### config.mk
export PLATFORM = sky130hd
export DESIGN_NAME = lcd_host_port
export DESIGN_NICKNAME = d
export VERILOG_FILES = /design/src/include/lcd_host_port_pkg.sv /design/src/rtl/lcd_host_port.sv
export VERILOG_INCLUDE_DIRS = /design/src /design/src/include
export SDC_FILE = /design/constraint.sdc
export NUM_CORES = 1
export LEC_CHECK = 0
export ABC_CLOCK_PERIOD_IN_PS = 2200
export BUFFER_PORTS_ARGS = -buffer_cell sky130_fd_sc_hd__buf_4
export CAP_MARGIN = 20
export CELL_PAD_IN_SITES_DETAIL_PLACEMENT = 2
export CELL_PAD_IN_SITES_GLOBAL_PLACEMENT = 2
export CORE_MARGIN = 4
export CORE_UTILIZATION = 25
export CTS_CLUSTER_SIZE = 16
export DETAILED_ROUTE_END_ITERATION = 7
export PLACE_DENSITY_LB_ADDON = 0.1
export SYNTH_ARGS = -nofsm -noshare
export SYNTH_HDL_FRONTEND = slang
export SYNTH_SLANG_ARGS = --single-unit
### constraint.sdc
create_clock -name i_mclk -period 2.2 [get_ports i_mclk]
set_input_delay 0.44 -clock i_mclk [delete_from_list [all_inputs] [get_ports i_mclk]]
set_output_delay 0.44 -clock i_mclk [all_outputs]
set_load 0.005 [all_outputs]
### src/include/lcd_host_port_cfg.svh
// constants for the lcd driver host port and display pins
// assumes one 250 MHz clock domain and pins synchronised inside
`ifndef LCD_HOST_PORT_CFG_SVH
`define LCD_HOST_PORT_CFG_SVH
// positions inside the synchronised pin vector
`define PIN_CS_N      0
`define PIN_STROBE    1
`define PIN_DIR       2
`define PIN_DCS       3
`define PIN_LLS       4
`define PIN_RST       5
`define PIN_FR        6
`define PIN_ROLE      7
`define PIN_DATA_LO   8
`define PIN_WIDTH     16
// drive level codes on row and column outputs
`define LVL_VDD       3'h0
`define LVL_V1        3'h1
`define LVL_V2        3'h2
`define LVL_V3        3'h3
`define LVL_V4        3'h4
`define LVL_V5        3'h5
// reset values
`define RST_BYTE      8'h00
`define RST_LINE      4'h0
`endif

### src/include/lcd_host_port_pkg.sv
// types shared by the lcd driver host port
// assumes the cfg header supplies the level codes
package lcd_host_port_pkg;
    typedef logic [2:0] level_t;           // one drive level code
    typedef enum logic {
        bus_intel,                         // separate read/write strobes
        bus_moto                           // enable plus read/write
    } bus_mode_e;
endpackage

### src/rtl/lcd_host_port.sv
// pin logic of a bitmap lcd driver: host port, line latch, drive levels
// assumes one clock, all pins asynchronous, ram and decoder outside
//
// Behaviour
// chip select low enables every bus access
// line latch rise latches pixels, counts line
// motorola mode: strobe is active-high enable
// intel mode: low strobe reads, drives bus
// motorola mode: direction high reads, low writes
// intel mode: write captured on rising edge
// select line routes byte as data/instruction
// data bus released unless device reads out
// alternation output as master, input as slave
// row level from alternation and row select
// column level from alternation and pixel
// reset pin edge resets, level picks mode
// slave scans rows in reverse order
// select high is data, low instruction
// host holds controls stable during enable
`include "lcd_host_port_cfg.svh"
module lcd_host_port
    import lcd_host_port_pkg::*;
#(
    parameter int ROWS = 16,               // row outputs
    parameter int COLS = 61                // column outputs
) (
    input  wire logic              i_mclk,
    input  wire logic              i_resetn,
    input  wire logic              i_ce,
    input  wire logic              i_chip_select_n,
    input  wire logic              i_host_strobe,
    input  wire logic              i_transfer_direction,
    input  wire logic              i_data_or_command_select,
    input  wire logic [7:0]        i_host_data,
    output logic      [7:0]        o_host_data,
    output logic                   o_host_data_oe,
    input  wire logic              i_line_latch_strobe,
    input  wire logic              i_reset_pin,
    input  wire logic              i_role_select,
    input  wire logic              i_frame_alternation,
    output logic                   o_frame_alternation,
    output logic                   o_frame_alternation_oe,
    input  wire logic [7:0]        i_read_data,
    input  wire logic [COLS-1:0]   i_line_pixels,
    output logic                   o_read_start,
    output logic                   o_data_wr,
    output logic                   o_cmd_wr,
    output logic      [7:0]        o_wr_byte,
    output logic                   o_pin_reset,
    output logic                   o_bus_mode_moto,
    output logic      [3*ROWS-1:0] o_row_drive_outputs,
    output logic      [3*COLS-1:0] o_column_drive_outputs
);
    localparam int LW = $clog2(ROWS);      // line counter width

    // all state of the block
    typedef struct packed {
        logic [`PIN_WIDTH-1:0] s1;         // first sync stage
        logic [`PIN_WIDTH-1:0] s2;         // second sync stage
        logic                  strobe_q;   // strobe, one cycle late
        logic                  dir_q;      // intel write strobe, late
        logic [1:0]            fill;       // sync pipeline filled
        logic                  lls_q;      // line latch, one cycle late
        logic                  rst_q;      // reset pin, one cycle late
        logic                  fr_q;       // slave alternation, late
        logic                  primed;     // mode strap caught
        bus_mode_e             mode;       // host bus type
        logic                  drv;        // device drives data bus
        logic [7:0]            rd_byte;    // byte being read out
        logic                  rd_start;   // read began
        logic                  data_wr;    // display data written
        logic                  cmd_wr;     // instruction written
        logic [7:0]            wr_byte;    // captured byte
        logic                  pin_rst;    // reset pin edge seen
        logic [LW-1:0]         line;       // line counter
        logic                  fr;         // master alternation
        logic [COLS-1:0]       pix;        // latched line of pixels
    } state_s;

    state_s r;                             // registered state
    state_s n;                             // next state

    // synchronised views of the pins
    logic          cs_n;
    logic          stb;
    logic          dir;
    logic          dcs;
    logic          lls;
    logic          rstp;
    logic          frin;
    logic          master;
    logic [7:0]    bus;
    logic          drv_c;                  // read drive wanted now
    logic          wr_c;                   // write strobe completes
    logic          fr_now;                 // alternation in use

    assign cs_n   = r.s2[`PIN_CS_N];
    assign stb    = r.s2[`PIN_STROBE];
    assign dir    = r.s2[`PIN_DIR];
    assign dcs    = r.s2[`PIN_DCS];
    assign lls    = r.s2[`PIN_LLS];
    assign rstp   = r.s2[`PIN_RST];
    assign frin   = r.s2[`PIN_FR];
    assign master = r.s2[`PIN_ROLE];
    assign bus    = r.s2[`PIN_DATA_LO +: 8];
    // slave follows the master's alternation, master makes its own
    assign fr_now = master ? r.fr : frin;

    // next state; pins pass two flops before anything reads them
    always_comb begin
        n          = r;
        n.s1       = {i_host_data, i_role_select, i_frame_alternation,
                      i_reset_pin, i_line_latch_strobe,
                      i_data_or_command_select, i_transfer_direction,
                      i_host_strobe, i_chip_select_n};
        n.s2       = r.s1;
        n.strobe_q = stb;
        n.dir_q    = dir;
        // two ones mark that stage 2 holds real pin levels
        n.fill     = {r.fill[0], 1'b1};
        n.lls_q    = lls;
        n.rst_q    = rstp;
        n.fr_q     = frin;
        n.rd_start = 1'b0;
        n.data_wr  = 1'b0;
        n.cmd_wr   = 1'b0;
        n.pin_rst  = 1'b0;
        // read drive and write completion per bus type
        if (r.mode == bus_moto) begin
            drv_c = !cs_n && stb && dir;
            // 68 style bus latches write data as enable falls
            wr_c  = !cs_n && !stb && r.strobe_q && !dir;
        end else begin
            drv_c = !cs_n && !stb;
            // the write strobe is the direction pin in this bus type
            wr_c  = !cs_n && dir && !r.dir_q;
        end
        // edge detectors hold reset zeros until the pipeline fills;
        // a zero chip select there would look like a read, so nothing
        // on the bus counts before the strap has been caught
        if (!r.primed) begin
            drv_c = 1'b0;
            wr_c  = 1'b0;
        end
        // bus is driven only during a read, released otherwise
        n.drv = drv_c;
        if (drv_c && !r.drv) begin
            n.rd_byte  = i_read_data;
            n.rd_start = 1'b1;
        end
        // route the byte by the select line, high meaning data
        if (wr_c) begin
            n.wr_byte = bus;
            n.data_wr = dcs;
            n.cmd_wr  = !dcs;
        end
        // line latch rise: take one line and step the counter
        if (r.primed && lls && !r.lls_q) begin
            n.pix  = i_line_pixels;
            n.line = r.line + 1'b1;
            if (r.line == LW'(ROWS - 1)) begin
                n.line = `RST_LINE;
                n.fr   = !r.fr;    // one toggle per frame, 50 percent
            end
        end
        // a slave restarts its scan whenever alternation turns
        if (r.primed && !master && (frin != r.fr_q)) begin
            n.line = `RST_LINE;
        end
        // strap is caught once after release, since the async reset
        // may only load constants
        if (!r.primed) begin
            // wait until the strap level really stands in the second
            // stage; reading it earlier would see the reset zero and
            // fake a reset-pin edge one cycle later
            if (r.fill[1]) begin
                n.primed = 1'b1;
                n.mode   = rstp ? bus_moto : bus_intel;
            end
        end else if (rstp != r.rst_q) begin
            // any edge resets; the level left behind picks the bus
            n.mode    = rstp ? bus_moto : bus_intel;
            n.pin_rst = 1'b1;
            n.line    = `RST_LINE;
            n.fr      = 1'b0;
            n.pix     = '0;
            n.drv     = 1'b0;
            n.data_wr = 1'b0;
            n.cmd_wr  = 1'b0;
        end
    end

    // one register for everything; clock enable freezes it all
    always_ff @(posedge i_mclk or negedge i_resetn) begin
        if (!i_resetn) begin
            r <= '0;
        end else if (i_ce) begin
            r <= n;
        end
    end

    // port outputs taken straight from state
    assign o_host_data            = r.rd_byte;
    assign o_host_data_oe         = r.drv;
    assign o_frame_alternation    = r.fr;
    assign o_frame_alternation_oe = master;
    assign o_read_start           = r.rd_start;
    assign o_data_wr              = r.data_wr;
    assign o_cmd_wr               = r.cmd_wr;
    assign o_wr_byte              = r.wr_byte;
    assign o_pin_reset            = r.pin_rst;
    assign o_bus_mode_moto        = (r.mode == bus_moto);

    // row levels; a slave counts the same line but from the far end,
    // so its outputs stand for the upper half of the panel
    genvar gi;
    generate
        for (gi = 0; gi < ROWS; gi++) begin : g_row
            logic sel;
            assign sel = master ? (r.line == LW'(gi))
                                : (r.line == LW'(ROWS - 1 - gi));
            assign o_row_drive_outputs[3*gi +: 3] =
                fr_now ? (sel ? `LVL_V5 : `LVL_V1)
                       : (sel ? `LVL_VDD : `LVL_V4);
        end
        // column levels from the latched pixel of the line
        for (gi = 0; gi < COLS; gi++) begin : g_col
            assign o_column_drive_outputs[3*gi +: 3] =
                fr_now ? (r.pix[gi] ? `LVL_VDD : `LVL_V2)
                       : (r.pix[gi] ? `LVL_V5 : `LVL_V3);
        end
    endgenerate
endmodule // lcd_host_port

==> key figures, run 1 <==
Status
  • Status: finished, violations left
  • Failing checks: negative setup slack

Power
  • Maximum VDD drop: 0.396 mV
  • Power Density: 916 nW/um2
  • Pleak: 4.83 nW

Route
  • Post-Route WL: 24400 um
  • DRT iter0 DRCs: 166
  • First-pass DRT Iterations: 4
  • Drt wl/cell: 17.8 um
  • Number of routed nets with antenna violations: 0
  • DRC: 0
  • Vias: 5927
  • Vias per cell: 4.33

Min path
  • Worst Hold Class: in2reg

Layout
  • Fraction of layout cells with a size suffix above 1: 51.8%
  • Fillers: 2947
  • Synth-to-layout area growth: 51.0%
  • Most common cell after layout, fill and taps aside: buf_4
  • Post-route cell area: 10300 um2
  • Final #Nets: 1108
  • Antenna fix cells: 0
  • Final non-filler cell total: 1369
  • Most frequent cells in the layout: buf_4, nand2_1, dfrtp_1, inv_1, a21oi_1

Die
  • IO Count: 343
  • Die area: 30100 um2
  • Core ar.: 27000 um2
  • DIE HEIGHT: 173 um
  • Initial Util: 25.4%
  • Row count: 60
  • DIE WIDTH: 173 um

Critical path
  • Largest fanout on the critical path: 4
  • R2r setup slk: 510 ps
  • Critical path startpoint category: register
  • Crit path DAT: 1810 ps
  • CP Capture Type: primary output
  • Worst Path Required: 1760 ps
  • WS Path Type: reg2out

Clock tree
  • CTS buffer count: 17
  • Worst-path clk slew: 70 ps
  • Worst skew pair latency: 420 ps
  • Clock Tree Buf Depth: 2
  • # clock sinks: 128
  • H-tree Lvls: 4
  • Clock root cell: clkbuf_16
  • TritonCTS clock tree: built

GRT
  • First-pass GRT wire length: 37600 um
  • Largest net degree at the start of global routing: 62
  • All-layer global routing usage: 15.6%
  • Total congestion overflow: 0
  • Vias in the first global route: 6423
  • Initial antenna violation count: 0

Timing
  • Min Clock Period, post-route: 2250 ps
  • Unrepaired setup endpoints after global routing: true
  • Clock Skews: 17.5 ps
  • Slew HR: 52.4%
  • Fin crit share: 102%
  • Worst-margin pin slew: 715 ps
  • Final slew viol count: 0
  • Final hold violations: 0
  • Setup Viol. Count Final: 10
  • Max Fclk: 0.444 GHz
  • Setup ws final: -50.4 ps

Placement
  • Placed cell areas: 9010 um2
  • HPWL after detailed placement: 16700 um
  • Post-Place Cells: 1312
  • Gpl congestion: 0.733
  • Port Buffer Count: 326

Yosys
  • Cell count after synthesis: 755
  • Synth unique cells: 42
  • Synthesis Warnings: 0
  • Xor/xnor cell area share of the yosys netlist: 2.31%
  • Average size of a mapped cell: 9.06 um2
  • Mapped Area: 6840 um2
  • Post-Synth Adder-Cell Area: 0.915%
  • Post-synthesis sequential area ratio: 46.9%
  • Share of the synthesized area in the top cell type: 46.9%
  • Mux share of post-synthesis cell area: 8.93%
  • Compound-Gate Fraction of Synth Area: 8.44%
  • Synth area leaders: dfrtp_1, buf_4, mux2_2, nand2_1, a21oi_1
  • Simple-gate share of the synthesized area: 13.8%
  • Largest family of logic cells by synthesized area: buffers and inverters
  • Seq cells post-synth: 128
  • Dominant cell type by area after synthesis: dfrtp_1

Run
  • # Max-Cap Violations: 0
[synthesized netlist by cell type (all sizes together)]
library cell	count
buf	136
nand2	136
dfrtp	128
inv	73
nor2	71
a21oi	63
mux2	53
xnor2	17
clkbuf	10
a32oi	8
nor2b	8
o21ai	8
nand3	7
o22ai	7
ha	5
a22o	3
a31oi	2
nand2b	2
nor3	2
o32ai	2
or2	2
a21o	1
a22oi	1
a2bb2oi	1
and4b	1
conb	1
mux2i	1
nand4	1
nor3b	1
o21a	1
o21bai	1
o311ai	1
xor2	1
[state kept, by name (all words and copies together), names as in the netlist, 8 cells and up]
signal and flops:
bus 8, r 72, o_host_data 8, n 19, o_wr_byte 8
[power by group]
part           internal [W]  total (W)  switching, W  leakage [nW]
logic               0.00194    0.00353       0.00159          2.94
registers           0.00284    0.00314      0.000294          1.61
clock network       0.00160    0.00279       0.00119         0.278
[layer usage]
metal | wire (um) | part of all wire [%] | vias up | global-route usage (%)
li1 | - | - | 2789 | -
met5 | 0 | 0 | - | 0
met4 | 230 | 0.94 | 0 | 3.79
met2 | 12500 | 51 | 203 | 27.5
met3 | 1700 | 7.0 | 14 | 4.89
met1 | 9990 | 41 | 2921 | 18.6
[kinds of logic after synthesis]
family | Yosys count
AND/OR/NAND/NOR | 231
buffers and inverters | 219
flip-flops | 128
AO/OA/AOI/OAI | 99
multiplexers | 54
XOR/XNOR | 18
adder cells (fa/ha/maj) | 5
other | 1
[layout make-up]
cell class,count,area (um2),share of cell area [%]
clock buffers,18,429,4.16
well taps,341,427,4.13
repair buffers,371,3090,30.0
multi-input cells,423,2730,26.5
inverters,73,284,2.75
clock inverters,14,145,1.41
flip-flops and latches,128,3210,31.1
repair inverters,1,6.26,0.0606
[critical path: stages, from the launching register on]
cell     delay (ps)
dfrtp_2         480
inv_4           100
ha_4            160
nor2b_4         220
a32oi_2          80
xnor2_1         210
buf_4           150
[timing repair]
| item | 4_1_cts | 5_1_grt |
|---|---|---|
| setup buffers | 9 | 10 |
| pin swaps | 6 | 13 |
| endpoints found under the hold margin | 31 | 0 |
| hold buffers | 1 | 0 |
| resized for setup | 31 | 78 |
| endpoints found under the setup margin | 90 | 136 |
| cloned | 5 | 3 |
[path summary, 6_finish.rpt]
| kind | start | cells past startpoint | endpoint |
|---|---|---|---|
| setup / recovery | r[62] | 6 | o_row_drive_outputs[29] |
| hold / removal | i_read_data[6] | 2 | o_host_data[6] |
| setup reg to reg | lls | 5 | r[0] |
| hold reg to reg | n[93] | 1 | n[93] |
| max in group asynchronous | i_resetn | 3 | o_host_data_oe |
| min in group asynchronous | i_resetn | 2 | n[106] |
[through the flow]
step                hold WS (ps)  worst slack (ps)  util (%)  setup TNS (ps)  total power, W
CTS                          225             -84.0      36.8           -3550         0.00944
detailed placement           439               220      33.4               0         0.00637
global placement             431               266      33.4               0         0.00630
finish                       247             -50.4      38.3            -219         0.00946
floorplan                    144               233         -               0         0.00489
global route                 227              -135      38.3           -4190          0.0101
No activity file was read; power rests on OpenSTA's default activity.
==> inputs of run 2 (changes only) <==
- TNS_END_PERCENT: not set -> 20
==> key figures, run 2 (synthesis results as in run 1) <==
Clock tree
  • Worst skew pair latency: 420 ps (about the same)
  • TritonCTS clock tree: built (unchanged)
  • CTS buffer count: 17 (unchanged)
  • Worst-path clk slew: 70 ps (about the same)
  • H-tree Lvls: 4 (unchanged)
  • Clock Tree Buf Depth: 2 (unchanged)
  • Clock root cell: clkbuf_16 (unchanged)
  • # clock sinks: 128 (unchanged)

Layout
  • Fraction of layout cells with a size suffix above 1: 51.7% (was 51.8%)
  • Area of the multi-input gates: 2770 um2 (was 2730 um2)
  • Final #Nets: 1110 (was 1108)
  • Antenna fix cells: 0 (unchanged)
  • Most common cell after layout, fill and taps aside: buf_4 (unchanged)
  • Register area: 3210 um2 (unchanged)
  • Reg with most FFs: r (unchanged)
  • Max reg flops: 72 (unchanged)
  • Fillers: 2925 (was 2947)
  • Most frequent cells in the layout: buf_4, nand2_1, dfrtp_1, inv_1, a21oi_1 (unchanged)
  • Synth-to-layout area growth: 52.3% (was 51.0%)

Power
  • Power Density: 910 nW/um2 (was 916 nW/um2)
  • Maximum VDD drop: 0.396 mV (about the same)
  • Pleak: 4.88 nW (was 4.83 nW)

Critical path
  • R2r setup slk: 510 ps (about the same)
  • Worst-path cell chain: inv_4, ha_4, nor2b_4, a32oi_1, xnor2_1, buf_4 (was inv_4, ha_4, nor2b_4, a32oi_2, xnor2_1, buf_4)
  • WS Path Type: reg2out (unchanged)
  • Worst Path Required: 1760 ps (about the same)
  • Worst path slowest cell: dfrtp_2 (unchanged)
  • CP peak stage delay: 480 ps (about the same)
  • Crit path DAT: 1850 ps (was 1810 ps)
  • Critical path startpoint category: register (unchanged)
  • Critical path's top delay family: flip-flops (unchanged)
  • Largest fanout on the critical path: 4 (unchanged)
  • CP Capture Type: primary output (unchanged)
  • Buf/Inv on CP: 2 (unchanged)

Die
  • Initial Util: 25.4% (unchanged)
  • DIE HEIGHT: 173 um (unchanged)
  • Die area: 30100 um2 (unchanged)
  • Core ar.: 27000 um2 (unchanged)
  • Row count: 60 (unchanged)
  • DIE WIDTH: 173 um (unchanged)
  • IO Count: 343 (unchanged)

Route
  • DRT iter0 DRCs: 174 (was 166)
  • DRC: 0 (unchanged)
  • First-pass DRT Iterations: 4 (unchanged)
  • Drt wl/cell: 18.0 um (was 17.8 um)
  • Number of routed nets with antenna violations: 0 (unchanged)
  • Vias: 5943 (was 5927)
  • Vias per cell: 4.33 (about the same)
  • Post-Route WL: 24700 um (was 24400 um)

Placement
  • Gpl congestion: 0.733 (unchanged)
  • Port Buffer Count: 326 (unchanged)
  • Place WS: 220 ps (unchanged)
  • HPWL after detailed placement: 16700 um (unchanged)

Timing
  • Setup Viol. Count Final: 14 (was 10)
  • Setup_tns: -388 ps (was -219 ps)
  • Final slew viol count: 0 (unchanged)
  • Setup ws final: -93.8 ps (was -50.4 ps)
  • Max Fclk: 0.436 GHz (was 0.444 GHz)
  • Clock Skews: 16.4 ps (was 17.5 ps)
  • Slew HR: 51.9% (was 52.4%)
  • Final hold violations: 0 (unchanged)
  • Worst-margin pin slew: 721 ps (was 715 ps)
  • Min Clock Period, post-route: 2290 ps (was 2250 ps)
  • Unrepaired setup endpoints after global routing: true (unchanged)
  • Fin crit share: 104% (was 102%)

Status
  • Failing checks: negative setup slack (unchanged)
  • Status: finished, violations left (unchanged)

GRT
  • Largest net degree at the start of global routing: 62 (unchanged)
  • Vias in the first global route: 6423 (unchanged)
  • Total congestion overflow: 0 (unchanged)
  • All-layer global routing usage: 15.6% (about the same)
  • First-pass GRT wire length: 37500 um (was 37600 um)
  • Initial antenna violation count: 0 (unchanged)

Run
  • # Max-Cap Violations: 0 (unchanged)

Min path
  • Worst Hold Class: in2reg (unchanged)
run 2: changes by cell type in the layout (fill, tap and decap cells not counted), moves of 2 or more:
cell,change
xnor2_1,-4
nor2_2,-9
nor2_1,+8
a32oi_2,+2
a32oi_1,-2
xnor2_2,+4
run 2: routing by layer:
layer | up-vias | GRT usage [%] | wire length [um]
met5 | - | 0 | 0
met4 | 0 | 3.79 | 273
met3 | 15 | 4.89 | 1650
met2 | 207 | 27.5 | 12800
met1 | 2927 | 18.6 | 9970
li1 | 2794 | - | -
run 2: timing repair:
item                       in CTS  in global routing
hold endpoints to repair       31                  0
setup endpoints to repair      90                136
hold buffers                    1                  0
cloned                          5                  3
pin swaps                       6                 12
setup buffers                   9                 11
gates resized for setup        29                 83
run 2: cell type report:
| class | count | area share (%) |
|---|---|---|
| inverters | 73 | 2.75 |
| flip-flops and latches | 128 | 30.8 |
| well taps | 341 | 4.10 |
| multi-input cells | 423 | 26.6 |
| repair inverters | 1 | 0.0601 |
| repair buffers | 373 | 30.1 |
| clock inverters | 14 | 1.39 |
| clock buffers | 18 | 4.12 |
run 2: final timing paths:
path                       depth (start not counted)           start                endpoint
max reg2reg                                        5             lls                   r[46]
min                                                2  i_read_data[6]          o_host_data[6]
max in group asynchronous                          3        i_resetn                   r[46]
min in group asynchronous                          2        i_resetn                  n[106]
min reg2reg                                        1           n[93]                   n[93]
max                                                6           r[62]  o_row_drive_outputs[5]
run 2: metrics by stage:
step,hold slack [ps],utilization (%),std cells,total power (W),instance area [um2]
floorplan,144,-,770,0.00489,6890
global placement,431,33.4,1312,0.00630,9010
detailed placement,439,33.4,1312,0.00637,9010
CTS,225,36.7,1359,0.00943,9900
global route,227,38.6,1371,0.0101,10400
finish,246,38.6,1371,0.00947,10400
run 2: where the power goes:
group	internal [W]	switching (W)	leakage [nW]
Combinational	0.00196	0.00159	2.99
Sequential	0.00284	0.000295	1.61
Clock	0.00160	0.00119	0.278
==> inputs of run 3 (changes only) <==
- CORE_UTILIZATION: 25 -> 26
- GPL_ROUTABILITY_DRIVEN: not set -> 0
- SETUP_SLACK_MARGIN: not set -> 0.4
==> key figures, run 3 (synthesis results as in run 1) <==
Status
  • Status: finished, violations left (unchanged)
  • Failing checks: negative setup slack (unchanged)

Layout
  • Fraction of layout cells with a size suffix above 1: 52.9% (was 51.7%)
  • Most frequent cells in the layout: buf_4, nand2_1, dfrtp_1, inv_1, a21oi_1 (unchanged)
  • Final #Nets: 1113 (was 1110)
  • Max reg flops: 72 (unchanged)
  • Most common cell after layout, fill and taps aside: buf_4 (unchanged)
  • Synth-to-layout area growth: 53.8% (was 52.3%)
  • Final non-filler cell total: 1370 (was 1371)
  • Reg with most FFs: r (unchanged)
  • Post-route cell area: 10500 um2 (was 10400 um2)
  • Fillers: 2875 (was 2925)

Timing
  • Min Clock Period, post-route: 2260 ps (was 2290 ps)
  • Clock Skews: 5.97 ps (was 16.4 ps)
  • Slew HR: 57.2% (was 51.9%)
  • Unrepaired setup endpoints after global routing: true (unchanged)
  • Worst-margin pin slew: 641 ps (was 721 ps)
  • Final hold violations: 0 (unchanged)
  • Final slew viol count: 0 (unchanged)
  • Setup ws final: -62.5 ps (was -93.8 ps)
  • Setup Viol. Count Final: 9 (was 14)
  • Max Fclk: 0.442 GHz (was 0.436 GHz)
  • Fin crit share: 103% (was 104%)

Critical path
  • Critical path's top delay family: flip-flops (unchanged)
  • Largest fanout on the critical path: 4 (unchanged)
  • Reg2reg path depth: 4 (was 5)
  • Crit path to: o_row_drive_outputs[5] (unchanged)
  • Worst Path Required: 1760 ps (about the same)
  • Setup crit start: r[62] (unchanged)
  • R2R Path Start: o_bus_mode_moto (was lls)
  • Critical R2R Capture: o_wr_byte[0] (was r[46])
  • CP peak stage delay: 450 ps (was 480 ps)
  • WS Path Type: reg2out (unchanged)
  • R2r setup slk: 530 ps (was 510 ps)
  • CP Capture Type: primary output (unchanged)
  • Crit path DAT: 1820 ps (was 1850 ps)
  • Worst path slowest cell: dfrtp_2 (unchanged)
  • Critical path startpoint category: register (unchanged)
  • Worst-path cell chain: inv_4, ha_4, nor2b_4, a32oi_2, xnor2_1, buf_4 (was inv_4, ha_4, nor2b_4, a32oi_1, xnor2_1, buf_4)
  • Buf/Inv on CP: 2 (unchanged)
  • Critical path depth in cells: 6 (unchanged)

Die
  • Core ar.: 26000 um2 (was 27000 um2)
  • DIE WIDTH: 170 um (was 173 um)
  • Initial Util: 26.3% (was 25.4%)
  • Row count: 59 (was 60)
  • DIE HEIGHT: 170 um (was 173 um)
  • IO Count: 343 (unchanged)
  • Die area: 29000 um2 (was 30100 um2)

Placement
  • Post-Place Cells: 1310 (was 1312)
  • Place WS: 201 ps (was 220 ps)
  • HPWL after detailed placement: 17100 um (was 16700 um)
  • Placed cell areas: 9080 um2 (was 9010 um2)
  • Port Buffer Count: 326 (unchanged)

Route
  • Met1 WL: 9670 um (was 9970 um)
  • Met2 wire length: 13000 um (was 12800 um)
  • Highest Signal Layer: met4 (unchanged)
  • Number of routed nets with antenna violations: 0 (unchanged)
  • Drt wl/cell: 18.1 um (was 18.0 um)
  • Vias per cell: 4.37 (was 4.33)
  • Post-Route WL: 24700 um (about the same)
  • Vias: 5990 (was 5943)
  • First-pass DRT Iterations: 4 (unchanged)
  • WL met3: 1740 um (was 1650 um)
  • DRC: 0 (unchanged)
  • DRT iter0 DRCs: 162 (was 174)

Clock tree
  • TritonCTS clock tree: built (unchanged)
  • Worst-path clk slew: 60 ps (was 70 ps)
  • # clock sinks: 128 (unchanged)
  • Clock Tree Buf Depth: 2 (unchanged)
  • Clock root cell: clkbuf_16 (unchanged)
  • Worst skew pair latency: 430 ps (was 420 ps)
  • CTS buffer count: 17 (unchanged)
  • H-tree Lvls: 4 (unchanged)

GRT
  • Initial antenna violation count: 2 (was 0)
  • Total congestion overflow: 0 (unchanged)
  • First-pass GRT wire length: 36900 um (was 37500 um)
  • All-layer global routing usage: 16.3% (was 15.6%)
  • Vias in the first global route: 6341 (was 6423)
  • Largest net degree at the start of global routing: 63 (was 62)

Power
  • Maximum VDD drop: 0.474 mV (was 0.396 mV)
  • Power Density: 949 nW/um2 (was 910 nW/um2)
  • Pleak: 4.89 nW (was 4.88 nW)

Run
  • # Max-Cap Violations: 0 (unchanged)

Min path
  • Worst Hold Class: in2reg (unchanged)
==> run 3: cell count changes in the layout (fill, tap and decap cells not counted), sizes merged <==
| cell | change |
|---|---|
| inv | -8 |
| buf | +6 |
| bufinv | +4 |
| clkinvlp | +2 |
| diode | +2 |
| clkinv | -1 |
==> run 3: final cells by class <==
cell class	instances	area, um2	share of cell area (%)
Tap cell	335	419	3.99
Sequential cell	128	3210	30.5
Clock buffer	20	467	4.44
Timing Repair Buffer	377	3180	30.2
Antenna cell	2	5.00	0.0476
Multi-Input combinational cell	423	2730	26.0
Clock inverter	12	204	1.94
Inverter	73	299	2.84
==> run 3: what timing repair did <==
item	in CTS	in global routing
pin swaps	6	12
resized for setup	54	82
hold buffers	1	0
buffers inserted	13	8
endpoints found under the hold margin	3	0
gates cloned	2	2
endpoints found under the setup margin	154	154
==> run 3: worst min-delay path by stage <==
stage / start / to / slack [ps] / depth (start not counted)
floorplan: i_resetn / bus[0] / 140 / 0
global placement: i_resetn / r[19] / 450 / 1
detailed placement: i_resetn / r[15] / 450 / 1
CTS: i_host_data[7] / n[111] / 220 / 2
global route: i_transfer_direction / n[98] / 220 / 2
finish: i_host_data[7] / n[111] / 240 / 2
==> run 3: stage by stage <==
step	setup TNS [ps]	hold WS [ps]	util [%]	total power (W)
after CTS	-2560	220	39.0	0.00996
after global placement	0	449	34.9	0.00636
after detailed placement	0	452	34.9	0.00643
after global routing	-6000	223	40.5	0.0106
after floorplan	0	144	-	0.00490
final	-189	242	40.5	0.00998
==> run 3: report_power, final <==
group          internal [W]  switching, W
combinational       0.00197       0.00162
sequential          0.00284      0.000287
clock               0.00211       0.00114
==> run 3: per-layer routing <==
metal	vias up	global-route usage, %
met2	193	29.0
met4	0	4.86
met1	2976	18.9
li1	2799	-
met3	22	4.97
met5	-	0
